===== config.mk =====
export PLATFORM = sky130hd
export DESIGN_NAME = gdrt_top
export DESIGN_NICKNAME = d
export VERILOG_FILES = /design/src/gdrt_pkg.sv /design/src/gdrt_top.sv
export VERILOG_INCLUDE_DIRS = /design/src /design/src/src
export SDC_FILE = /design/constraint.sdc
export NUM_CORES = 1
export LEC_CHECK = 0
export BUFFER_PORTS_ARGS = -buffer_cell sky130_fd_sc_hd__buf_2
export CAP_MARGIN = 5
export CORE_MARGIN = 10
export CORE_UTILIZATION = 45
export CTS_CLUSTER_DIAMETER = 80
export DETAILED_ROUTE_END_ITERATION = 8
export GPL_ROUTABILITY_DRIVEN = 0
export PLACE_DENSITY = 0.75
export SYNTH_ARGS = -nofsm -noshare
export SYNTH_HDL_FRONTEND = slang
export SYNTH_SLANG_ARGS = --single-unit

===== constraint.sdc =====
create_clock -name mclk_in -period 3.6 [get_ports mclk_in]
set_clock_uncertainty 0.2 [all_clocks]
set_input_delay 0.18 -clock mclk_in [delete_from_list [all_inputs] [get_ports mclk_in]]
set_output_delay 0.18 -clock mclk_in [all_outputs]
set_load 0.01 [all_outputs]

===== src/gdrt_map.svh =====
/*
 Register offsets, field positions, reset values and timing counts of the gate, delay and reference timing block.
 Assumes it is included by bare name inside a source file of this block.
*/
`ifndef GDRT_MAP_SVH
`define GDRT_MAP_SVH
`define GDRT_OFF_CONV     12'h000
`define GDRT_OFF_MISC     12'h004
`define GDRT_OFF_SHIFT    12'h008
`define GDRT_OFF_LOAD     12'h00C
`define GDRT_OFF_PRESCALE 12'h010
`define GDRT_OFF_WIDTH    12'h014
`define GDRT_OFF_GATECMD  12'h018
`define GDRT_OFF_STATUS   12'h01C
`define GDRT_OFF_MODE     12'h020
`define GDRT_CONV_SH_BIT   3
`define GDRT_CONV_GAIN_BIT 4
`define GDRT_CONV_SRC_BIT  5
`define GDRT_CONV_SRCN_BIT 6
`define GDRT_CONV_GATE_BIT 7
`define GDRT_MISC_INH_BIT  3
`define GDRT_MISC_RISE_BIT 4
`define GDRT_MISC_CLK_BIT  5
`define GDRT_MISC_TTL_BIT  6
`define GDRT_MISC_FALL_BIT 7
`define GDRT_CMD_RUN_BIT   0
`define GDRT_CMD_TRIG_BIT  1
`define GDRT_CMD_DELAY_BIT 2
`define GDRT_CONV_RESET    8'h58
`define GDRT_MISC_RESET    8'h08
`define GDRT_MODE_BITS     24
`define GDRT_REF_DIV       5000
`define GDRT_PRESCALE_RST  16'h0064
`endif


===== src/gdrt_pkg.sv =====
/*
 Types of the gate, delay and reference timing block.
 Assumes nothing of its surroundings.
*/
package gdrt_pkg;
  typedef enum logic [2:0] {
    GDRT_IDLE  = 3'b001,
    GDRT_DELAY = 3'b010,
    GDRT_OPEN  = 3'b100
  } gdrt_gate_t;
endpackage : gdrt_pkg


===== src/gdrt_top.sv =====
/*
 Gate, delay and reference timing block: APB control latches, 24-bit mode shift chain, 1 kHz reference
 divider with resynchronisation, and the delayed or free internal gate generator.
 Assumes a 10 MHz clock on mclk_in, a synchronous active-high reset and an external comparator input
 already synchronous to that clock.
*/
`timescale 1ns/1ps
`default_nettype none
`include "gdrt_map.svh"
module gdrt_top #(
  parameter int REF_DIV = `GDRT_REF_DIV
) (
  // Clock and reset.
  input  wire logic        mclk_in,
  input  wire logic        rst_in,
  // APB slave.
  input  wire logic        psel_in,
  input  wire logic        penable_in,
  input  wire logic        pwrite_in,
  input  wire logic [11:0] paddr_in,
  input  wire logic [31:0] pwdata_in,
  output logic [31:0]      prdata_out,
  output logic             pready_out,
  output logic             pslverr_out,
  // External trigger.
  input  wire logic        ext_comparator_in,
  // Converter and voltmeter control.
  output logic [2:0]       ain_sel_out,
  output logic             voltmeter_sample_n_out,
  output logic             voltmeter_range_high_out,
  output logic             meter_src1_sel_out,
  output logic             meter_src1_sel_n_out,
  output logic [2:0]       aout_sel_out,
  output logic             aout_connect_out,
  output logic             timebase_ext_out,
  output logic             ref_ttl_out,
  // Mode bits, reference and gate.
  output logic [23:0]      mode_bits_out,
  output logic             ref_1khz_out,
  output logic             cal_trigger_out,
  output logic             rt_tick_out,
  output logic             gate_ctrl_out,
  output logic             delay_done_n_out
);
  logic [7:0]  conv_q, conv_d, misc_q, misc_d;
  logic [23:0] chain_q, chain_d, mode_q, mode_d;
  logic [15:0] pre_div_q, pre_div_d, width_q, width_d, delay_q, delay_d;
  logic        run_n_q, run_n_d, delayed_q, delayed_d, trig_pulse;
  logic        acc, wr, rd_ok;
  logic [31:0] rdata_d, rdata_q;
  assign acc = psel_in && penable_in;
  assign wr  = acc && pwrite_in;
  always_comb begin
    rd_ok = 1'b1;
    rdata_d = 32'h0;
    case (paddr_in)
      `GDRT_OFF_CONV:     rdata_d = {24'h0, conv_q};
      `GDRT_OFF_MISC:     rdata_d = {24'h0, misc_q};
      `GDRT_OFF_SHIFT:    rdata_d = 32'h0;
      `GDRT_OFF_LOAD:     rdata_d = 32'h0;
      `GDRT_OFF_PRESCALE: rdata_d = {16'h0, pre_div_q};
      `GDRT_OFF_WIDTH:    rdata_d = {width_q, delay_q};
      `GDRT_OFF_GATECMD:  rdata_d = {29'h0, delayed_q, 1'b0, run_n_q};
      `GDRT_OFF_STATUS:   rdata_d = 32'h0;
      `GDRT_OFF_MODE:     rdata_d = {8'h0, mode_q};
      default:            rd_ok = 1'b0;
    endcase
  end
  // Zero-wait APB: answer in the access cycle; data are registered below through the address read mux.
  assign pready_out  = 1'b1;
  assign pslverr_out = acc && !rd_ok;
  assign prdata_out  = rdata_q;

  always_comb begin
    conv_d = conv_q;
    misc_d = misc_q;
    chain_d = chain_q;
    mode_d = mode_q;
    pre_div_d = pre_div_q;
    width_d = width_q;
    delay_d = delay_q;
    run_n_d = run_n_q;
    delayed_d = delayed_q;
    trig_pulse = 1'b0;
    if (wr) begin
      case (paddr_in)
        `GDRT_OFF_CONV:     conv_d = pwdata_in[7:0];
        `GDRT_OFF_MISC:     misc_d = pwdata_in[7:0];
        `GDRT_OFF_SHIFT:    chain_d = {chain_q[22:0], pwdata_in[7]};
        `GDRT_OFF_LOAD:     mode_d = chain_q;
        `GDRT_OFF_PRESCALE: pre_div_d = pwdata_in[15:0];
        `GDRT_OFF_WIDTH: begin
          width_d = pwdata_in[31:16];
          delay_d = pwdata_in[15:0];
        end
        `GDRT_OFF_GATECMD: begin
          run_n_d = pwdata_in[`GDRT_CMD_RUN_BIT];
          delayed_d = pwdata_in[`GDRT_CMD_DELAY_BIT];
          trig_pulse = pwdata_in[`GDRT_CMD_TRIG_BIT];
        end
        default: ;
      endcase
    end
  end
  always_ff @(posedge mclk_in) begin
    if (rst_in) begin
      conv_q <= `GDRT_CONV_RESET;
      misc_q <= `GDRT_MISC_RESET;
      chain_q <= 24'h0;
      mode_q <= 24'h0;
      pre_div_q <= `GDRT_PRESCALE_RST;
      width_q <= 16'h0001;
      delay_q <= 16'h0001;
      run_n_q <= 1'b1;
      delayed_q <= 1'b0;
      rdata_q <= 32'h0;
    end else begin
      conv_q <= conv_d;
      misc_q <= misc_d;
      chain_q <= chain_d;
      mode_q <= mode_d;
      pre_div_q <= pre_div_d;
      width_q <= width_d;
      delay_q <= delay_d;
      run_n_q <= run_n_d;
      delayed_q <= delayed_d;
      rdata_q <= rdata_d;
    end
  end

  assign ain_sel_out = conv_q[2:0];
  assign voltmeter_sample_n_out = conv_q[`GDRT_CONV_SH_BIT];
  assign voltmeter_range_high_out = conv_q[`GDRT_CONV_GAIN_BIT];
  assign meter_src1_sel_out = conv_q[`GDRT_CONV_SRC_BIT];
  assign meter_src1_sel_n_out = conv_q[`GDRT_CONV_SRCN_BIT];
  assign aout_sel_out = misc_q[2:0];
  assign aout_connect_out = !misc_q[`GDRT_MISC_INH_BIT];
  assign timebase_ext_out = misc_q[`GDRT_MISC_CLK_BIT];
  assign ref_ttl_out = misc_q[`GDRT_MISC_TTL_BIT];
  assign mode_bits_out = mode_q;

  // Reference chain: 5 MHz phase toggle, divide by REF_DIV into a square wave.
  logic        ph_q, ph_d, sq_q, sq_d, r5_q, r5_d, r10_q, r10_d, tick_q, tick_d;
  logic [12:0] rc_q, rc_d;
  always_comb begin
    ph_d = !ph_q;
    rc_d = rc_q;
    sq_d = sq_q;
    r5_d = r5_q;
    tick_d = 1'b0;
    if (ph_q) begin
      if (rc_q == 13'(REF_DIV / 2 - 1)) begin
        rc_d = 13'h0;
        sq_d = !sq_q;
        tick_d = !sq_q;
      end else begin
        rc_d = rc_q + 13'h1;
      end
      r5_d = sq_q;
    end
    r10_d = r5_q;
  end
  always_ff @(posedge mclk_in) begin
    if (rst_in) begin
      ph_q <= 1'b0;
      rc_q <= 13'h0;
      sq_q <= 1'b0;
      r5_q <= 1'b0;
      r10_q <= 1'b0;
      tick_q <= 1'b0;
    end else begin
      ph_q <= ph_d;
      rc_q <= rc_d;
      sq_q <= sq_d;
      r5_q <= r5_d;
      r10_q <= r10_d;
      tick_q <= tick_d;
    end
  end
  assign ref_1khz_out = r10_q;
  assign cal_trigger_out = r10_q;
  assign rt_tick_out = tick_q;

  // Gate generator.
  logic       ext_q, cap_q, cap_d, half_q, half_d, pclk_q, pclk_d;
  logic       gate_q, gate_d, dn_q, dn_d;
  logic [15:0] pc_q, pc_d, wc_q, wc_d;
  gdrt_pkg::gdrt_gate_t st_q, st_d;
  logic       rise, fall;
  assign rise = ext_comparator_in && !ext_q;
  assign fall = !ext_comparator_in && ext_q;
  always_comb begin
    cap_d = cap_q;
    if (!run_n_q) begin
      cap_d = 1'b1;
    end else if ((rise && misc_q[`GDRT_MISC_RISE_BIT]) || (fall && misc_q[`GDRT_MISC_FALL_BIT])) begin
      cap_d = 1'b1;
    end else if (trig_pulse) begin
      cap_d = 1'b0;
    end
    half_d = cap_q ? !half_q : 1'b0;
    pc_d = pc_q;
    pclk_d = 1'b0;
    // A trigger restarts the prescaler, so a tick left over from an earlier run cannot end a new delay early.
    if (!cap_q || trig_pulse) begin
      pc_d = 16'h0;
    end else if (half_q) begin
      if (pc_q + 16'h1 >= pre_div_q) begin
        pc_d = 16'h0;
        pclk_d = 1'b1;
      end else begin
        pc_d = pc_q + 16'h1;
      end
    end
    st_d = st_q;
    wc_d = wc_q;
    gate_d = gate_q;
    dn_d = 1'b1;
    case (st_q)
      gdrt_pkg::GDRT_IDLE: begin
        gate_d = 1'b0;
        if (trig_pulse) begin
          wc_d = delayed_d ? delay_d : width_d;
          st_d = delayed_d ? gdrt_pkg::GDRT_DELAY : gdrt_pkg::GDRT_OPEN;
        end
      end
      gdrt_pkg::GDRT_DELAY: begin
        if (pclk_q) begin
          if (wc_q <= 16'h1) begin
            dn_d = 1'b0;
            wc_d = width_q;
            st_d = gdrt_pkg::GDRT_OPEN;
          end else begin
            wc_d = wc_q - 16'h1;
          end
        end
      end
      gdrt_pkg::GDRT_OPEN: begin
        if (pclk_q) begin
          gate_d = (wc_q != 16'h0);
          if (wc_q == 16'h0) begin
            st_d = gdrt_pkg::GDRT_IDLE;
          end else begin
            wc_d = wc_q - 16'h1;
          end
        end
      end
      default: st_d = gdrt_pkg::GDRT_IDLE;
    endcase
  end
  always_ff @(posedge mclk_in) begin
    if (rst_in) begin
      ext_q <= 1'b0;
      cap_q <= 1'b0;
      half_q <= 1'b0;
      pclk_q <= 1'b0;
      pc_q <= 16'h0;
      wc_q <= 16'h0;
      st_q <= gdrt_pkg::GDRT_IDLE;
      gate_q <= 1'b0;
      dn_q <= 1'b1;
    end else begin
      ext_q <= ext_comparator_in;
      cap_q <= cap_d;
      half_q <= half_d;
      pclk_q <= pclk_d;
      pc_q <= pc_d;
      wc_q <= wc_d;
      st_q <= st_d;
      gate_q <= gate_d;
      dn_q <= dn_d;
    end
  end
  assign gate_ctrl_out = gate_q && conv_q[`GDRT_CONV_GATE_BIT];
  assign delay_done_n_out = dn_q;

  // Control latches: every CONV and MISC field follows the word written in the previous access cycle; the mode bits follow the shift chain.
  conv_bits_a: assert property (@(posedge mclk_in) disable iff (rst_in)
    $past(wr) && $past(paddr_in) == `GDRT_OFF_CONV |-> ain_sel_out == $past(pwdata_in[2:0]))
    else $error("input select not loaded");
  sample_cmd_a: assert property (@(posedge mclk_in) disable iff (rst_in)
    $past(wr) && $past(paddr_in) == `GDRT_OFF_CONV |-> voltmeter_sample_n_out == $past(pwdata_in[3]))
    else $error("sample command wrong");
  range_sel_a: assert property (@(posedge mclk_in) disable iff (rst_in)
    $past(wr) && $past(paddr_in) == `GDRT_OFF_CONV |-> voltmeter_range_high_out == $past(pwdata_in[4]))
    else $error("range not loaded");
  gate_enable_a: assert property (@(posedge mclk_in) disable iff (rst_in)
    !conv_q[7] |-> !gate_ctrl_out) else $error("gate open while disabled");
  inhibit_off_a: assert property (@(posedge mclk_in) disable iff (rst_in)
    misc_q[3] |-> !aout_connect_out) else $error("output connected under inhibit");
  aout_sel_a: assert property (@(posedge mclk_in) disable iff (rst_in)
    $past(wr) && $past(paddr_in) == `GDRT_OFF_MISC |->
      {aout_connect_out, aout_sel_out} == {!$past(pwdata_in[3]), $past(pwdata_in[2:0])})
    else $error("output select not loaded");
  timebase_sel_a: assert property (@(posedge mclk_in) disable iff (rst_in)
    $past(wr) && $past(paddr_in) == `GDRT_OFF_MISC |-> timebase_ext_out == $past(pwdata_in[5]))
    else $error("timebase source not loaded");
  ref_level_a: assert property (@(posedge mclk_in) disable iff (rst_in)
    $past(wr) && $past(paddr_in) == `GDRT_OFF_MISC |-> ref_ttl_out == $past(pwdata_in[6]))
    else $error("reference level not loaded");
  shift_in_a: assert property (@(posedge mclk_in) disable iff (rst_in)
    $past(wr) && $past(paddr_in) == `GDRT_OFF_SHIFT |-> chain_q == {$past(chain_q[22:0]), $past(pwdata_in[7])})
    else $error("mode bit not shifted");
  mode_load_a: assert property (@(posedge mclk_in) disable iff (rst_in)
    $past(wr) && $past(paddr_in) == `GDRT_OFF_LOAD |-> mode_bits_out == $past(chain_q))
    else $error("mode bits not transferred");
  // Reference chain.
  ref_half_a: assert property (@(posedge mclk_in) disable iff (rst_in)
    sq_q != $past(sq_q) |-> $past(ph_q) && $past(rc_q) == 13'(REF_DIV / 2 - 1))
    else $error("reference toggled off count");
  tick_once_a: assert property (@(posedge mclk_in) disable iff (rst_in)
    rt_tick_out |=> !rt_tick_out [*8]) else $error("tick repeats");
  tick_rise_a: assert property (@(posedge mclk_in) disable iff (rst_in)
    rt_tick_out |-> sq_q && !$past(sq_q)) else $error("tick not on reference rise");
  ref_retime_a: assert property (@(posedge mclk_in) disable iff (rst_in)
    ref_1khz_out == $past(r5_q)) else $error("reference not retimed");
  // Gate generator.
  run_preset_a: assert property (@(posedge mclk_in) disable iff (rst_in)
    !run_n_q |=> cap_q) else $error("clock-run did not preset");
  run_clock_a: assert property (@(posedge mclk_in) disable iff (rst_in)
    !cap_q |=> !half_q) else $error("divider ran without capture");
  prescale_tick_a: assert property (@(posedge mclk_in) disable iff (rst_in)
    pclk_q |-> $past(cap_q) && !$past(trig_pulse)) else $error("stray prescaled tick");
  ext_edge_a: assert property (@(posedge mclk_in) disable iff (rst_in)
    rise && misc_q[4] && !trig_pulse |=> cap_q) else $error("edge not captured");
  trig_clear_a: assert property (@(posedge mclk_in) disable iff (rst_in)
    trig_pulse && run_n_q && !rise && !fall |=> !cap_q) else $error("capture not rearmed");
  delay_start_a: assert property (@(posedge mclk_in) disable iff (rst_in)
    $past(trig_pulse) && $past(delayed_d) && $past(st_q) == gdrt_pkg::GDRT_IDLE |-> st_q == gdrt_pkg::GDRT_DELAY)
    else $error("delay not started");
  delay_count_a: assert property (@(posedge mclk_in) disable iff (rst_in)
    st_q == gdrt_pkg::GDRT_DELAY && pclk_q && wc_q > 16'h1 |=> st_q == gdrt_pkg::GDRT_DELAY && wc_q == $past(wc_q) - 16'h1)
    else $error("delay count wrong");
  delay_pulse_a: assert property (@(posedge mclk_in) disable iff (rst_in)
    !delay_done_n_out |=> delay_done_n_out) else $error("delay pulse too long");
  delay_open_a: assert property (@(posedge mclk_in) disable iff (rst_in)
    !delay_done_n_out |-> st_q == gdrt_pkg::GDRT_OPEN) else $error("gate not opened after delay");
  open_count_a: assert property (@(posedge mclk_in) disable iff (rst_in)
    st_q == gdrt_pkg::GDRT_OPEN && pclk_q && wc_q != 16'h0 |=> gate_q && wc_q == $past(wc_q) - 16'h1)
    else $error("width count wrong");
  gate_step_a: assert property (@(posedge mclk_in) disable iff (rst_in)
    gate_q != $past(gate_q) |-> $past(pclk_q)) else $error("gate moved off prescaled clock");
  idle_closed_a: assert property (@(posedge mclk_in) disable iff (rst_in)
    st_q == gdrt_pkg::GDRT_IDLE |-> !gate_q) else $error("gate open while idle");
  // Main scenarios that the bench should reach.
  gate_opened_c: cover property (@(posedge mclk_in) disable iff (rst_in) $rose(gate_ctrl_out));
  delayed_c: cover property (@(posedge mclk_in) disable iff (rst_in) $fell(delay_done_n_out));
  ref_c: cover property (@(posedge mclk_in) disable iff (rst_in) $rose(ref_1khz_out));
  edge_arm_c: cover property (@(posedge mclk_in) disable iff (rst_in) trig_pulse && delayed_d ##1 !cap_q);
endmodule : gdrt_top
`default_nettype wire


# After elaboration in Yosys (flattened, before gate mapping)
# Index checks and enable logic that the tools add are counted.
# op_classes
n_addsub	3
n_lt_le_gt_ge	2
n_eq_ne	19
mux	33
bitwise	6
n_reduce_logical	39
# ops
op	n
case mux 32 bit (6 select lines)	1
two-way mux 16 bit	11
equality test 12 x 5 -> 1 bit (second input constant)	4
case mux 16 bit (3 select lines)	1
equality test 12 x 4 -> 1 bit (second input constant)	2
two-way mux 3 bit	6
adder 16 x 1 -> 16 bit (second input constant)	1
greater-or-equal comparator 16 bit	1
<= comparator 16 x 1 -> 1 bit (second input constant)	1
zero test 16 bit	1
AND reduction 2 bit	8
nonzero test 16 bit	1
subtractor 16 x 1 -> 16 bit (second input constant)	1
adder 13 x 1 -> 13 bit (second input constant)	1
equality test 13 x 12 -> 1 bit (second input constant)	1
two-way mux 13 bit	1
equality test 12 x 3 -> 1 bit (second input constant)	1
equality test 12 x 6 -> 1 bit (second input constant)	1
zero test 12 bit	1
inequality test 2 bit (second input constant)	6
two-way mux 1 bit	11
AND reduction 5 bit	2
case mux 3 bit (3 select lines)	1
OR reduction 3 bit	3
13 further kinds	34
# word_totals
ff_bits	205
inputBits	50
output_inout_bits	76
word_cells	127

# Depth between registers and ports, before layout
# depth
ltp_word	6
depth_mapped	17
mapped_depth_nobuf	15

# Worst setup path before layout
# Ideal clock, no wire load.
# synth_timing
path_type	reg-to-reg
startpoint	reg pc_q[2]
endpoint	reg pc_q[10]
setup_ps	65
t_arrival_ps	3150
t_required_ps	3335
slack_ps	185
stages_incl_launch_ff	18
path_buffers	3
synth_period_minus_slack_ps	3415
path_cell_list	dfxtp_1 > clkbuf_1 > nand2_1 > nor2_1 > and4_1 > and3_1 > clkbuf_1 > nand3_1 > xnor2_1 > ha_1 > a21o_1 > a21o_1 > a21oi_1 > o21a_1 > o31ai_1 > a21o_1 > clkbuf_1 > nor2_1
# synth_between
elab_chain_cells	3
# synth_rtl
element	line_no	rtl
from (decl)	gdrt_top.sv:187	logic [15:0] pc_q, pc_d, wc_q, wc_d;
from (signal assigned)	gdrt_top.sv:267	pc_q <= pc_d;
adder 16 x 1 -> 16 bit (*)	gdrt_top.sv:208, gdrt_top.sv:212	
greater-or-equal comparator 16 bit	gdrt_top.sv:208	if (pc_q + 16'h1 >= pre_div_q) begin
two-way mux 16 bit (*)	gdrt_top.sv:208	
# Every way passes the cells marked *; elsewhere a longest branch is shown, timed or not.
# A chain may end at the register's enable or synchronous reset.

# Worst setup path in the final report
# layout_timing
startpoint	reg pc_q[0]
endpoint	reg pc_q[10]
# The elaborated chain is that of the path after synthesis.

==> metrics.csv <==
stage;metric;value;unit
routing;vias;8269;
synthesis;yosys.area_share.xor_xnor;5.06;%
placement;dp_hpwl;18.8;mm
cts;cts.clk_slew.worst_paths;0.06;ns
power_and_ir_drop;ir_worst_vdd;314;uV
timing;slew_viol_final;0;
worst_setup_path;cp-end-kind;flop;
timing;tns;0;ns
timing;fmax;0.295;GHz
worst_setup_path;reg2reg_depth;15;
cts;insertion_delay;0.50;ns
floorplan;num_rows;52;
synthesis;ys_async_sr_fraction;0;%
synthesis;synth-seq-area-share;44.8;%
synthesis;synth_mux_area_share;5.49;%
cells_and_area;drive_above_1_share;15.8;%
global_routing;first_global_vias;7749;
synthesis;ys_warn_count;0;
synthesis;synthesis.area;0.00917;sq mm
worst_setup_path;worstPathMaxFanout;8;
routing;final_antenna_net_count;0;
global_routing;grt_max_degree;69;
floorplan;core-area;0.0202;sq mm
synthesis;yosysMostFrequentCell;dfxtp_1;
floorplan;dieArea;0.0265;sq mm
synthesis;ys_types;59;
timing;worstMarginPinSlew;1.09;ns
synthesis;yosys_most_used_dff;dfxtp_1;
cts;cts_sinks;205;
worst_setup_path;crit_start;pc_q[0];
synthesis;synth_area_leaders;dfxtp_1, nand2_1, nor2_1;
floorplan;pin_count;126;
cells_and_area;area_growth;20.8;%
routing;drtIter0Drc;771;
routing;routed_via_density;5.48;
power_and_ir_drop;power.leakage;4.43;nW
routing;routed_wl;26.5;mm
power_and_ir_drop;power_density;525;mW/mm^2
global_routing;grt_overflow;0;
worst_hold_path;min_path_type;input pin to flop;
worst_setup_path;rrSetupSlack;0.21;ns
cells_and_area;finalInstanceArea;0.0111;sq mm
timing;setup_slack;0.213;ns
placement;io_buffers;124;
global_routing;antenna_found_initial;0;
worst_hold_path;min-delay-start;paddr_in[6];
synthesis;synth_top_family_by_area;simple AND/OR/NAND/NOR gates;
synthesis;synth_edf_count;0;
synthesis;synthAdderAreaFrac;2.87;%
floorplan;die_y;163;um
cts;cts_root_buf;clkbuf_16;
worst_setup_path;endpoint;pc_q[10];
routing;drt_pass1_iterations;8;
worst_setup_path;start_kind;flop;
worst_setup_path;critPathArrivalTime;3.62;ns
synthesis;synth_fp_nets;1155;
timing;whs;0.00629;ns
global_routing;grt_pass1_wl;42.0;mm
floorplan;die_x;163;um
synthesis;synth_compound_area_share;13.0;%
placement;place_ws;0.194;ns
worst_setup_path;required;3.83;ns
worst_setup_path;crit_type;flop to flop;
synthesis;synth_top_area_share;44.8;%
cells_and_area;antennaDiodeCount;0;
synthesis;syn_avg_cell_area;8.46;sq um
worst_setup_path;r2r-end;pc_q[10];
routing;wl_per_cell;17.6;um
synthesis;synth_common_cells;dfxtp_1, nand2_1, nor2_1;
flow_run;cap_violations;0;
floorplan;start_util;45.5;%
global_routing;grt_use_total;19.1;%
synthesis;synth-seq-cells;205;
cts;cts_max_path_buffers;3;
cts;postCtsSetupBuffers;0;
cts;cts_made_buffers;22;
cts;tritoncts;built;
timing;fin_crit;3.39;ns
power_and_ir_drop;total_power;5.82;mW
cts;htreeDepth;1;
timing;hold_viol_final;0;
timing;setup_viol;0;
timing;relSlewSlack;27.3;%
synthesis;synth-simple-area-share;24.2;%
timing;period_share;94.1;%
placement;place_area;0.0100;sq mm
cells_and_area;fin_nets;1297;
routing;drc_errors;0;
worst_setup_path;worstReg2RegStart;pc_q[0];
synthesis;yosys.area.top_type;dfxtp_1;
outcome;status;completed;
synthesis;synth_cells;1084;
-- layout make-up --
class	count	area (sq um)
multi-input combinational	785	4690
fill	1822	9090
timing repair buffer	187	1190
inverter	25	93.8
clock inverter	4	31.3
clock buffer	32	628
tap	270	338
sequential	205	4100
-- metrics by stage --
stage | utilization, % | std cells
3_5_place_dp | 49.7 | 1433
2_1_floorplan | - | 1084
4_1_cts | 54.9 | 1507
5_1_grt | 54.9 | 1508
6_report | 54.9 | 1508
3_3_place_gp | 49.7 | 1433
-- registers in the layout, summed over array words and instances (netlist names), 3 cells and up --
name and flops:
mode_bits_out 24, delay_q 16, width_q 16, chain_q 24
conv_q 8, st_q 3, wc_q 16, rc_q 13
misc_q 8, pre_div_q 16, pc_q 16, prdata_out 32
-- cells by family after synthesis --
family / count (synthesis)
compound gates: 184
xor+xnor: 53
fa+ha+maj: 21
buf+inv: 95
flops: 205
mux: 50
other cells: 1
simple gates: 475
-- worst max-delay path, stage by stage (launching register included) --
cell,delay [ns]
dfxtp_1,0.43
ha_2,0.26
nand3_1,0.12
nor2_1,0.17
and4_1,0.28
and2_1,0.22
nand2_1,0.09
xnor2_1,0.15
ha_1,0.19
a21o_1,0.15
a21o_1,0.17
a21oi_1,0.17
o21a_1,0.14
o31ai_1,0.11
a21o_2,0.31
nor2_1,0.15
-- layout by cell type (no fill, tap or decap), types with 8 or more instances in the layout --
cell,count
a222oi_1,13
buf_2,123
nand2_1,188
and2_1,11
ha_1,20
nand4_1,14
dfxtp_1,205
nand2b_1,8
xnor2_1,16
dlygate4sd3_1,38
nand3_1,24
nor2_1,143
and3b_1,9
a211oi_1,14
a2111oi_0,11
inv_1,25
a21oi_1,92
clkbuf_16,22
buf_4,26
nor4_1,8
nor3_1,24
xor2_1,37
a22oi_1,19
mux2i_1,47
-- metal layers --
metal	share of wire, %	wire length, um	up-vias	global-route usage (%)
met3	8.0	2120	51	4.02
li1	-	-	4027	-
met5	0	0	-	0
met1	43	11500	3866	25.5
met2	46	12100	325	30.6
met4	2.9	769	0	5.53
-- power breakdown --
part / total, mW / switching (mW) / internal (mW)
Combinational: 1.22 / 0.670 / 0.547
Sequential: 2.52 / 0.142 / 2.38
Clock: 2.08 / 0.879 / 1.20
-- how the worst min path moves through the flow --
stage          depth (start not counted)         end
2_1_floorplan                          2   conv_q[6]
3_3_place_gp                           3  width_q[6]
3_5_place_dp                           3  width_q[6]
4_1_cts                                5     run_n_q
5_1_grt                                5     run_n_q
6_report                               5     run_n_q
-- timing repair --
action / in CTS / in global routing
hold buffers: 38 / 0
resized for setup: 0 / 2
setup endpoints to repair: 0 / 16
endpoints found under the hold margin: 75 / 0
Power figures use the tool's default switching activity.
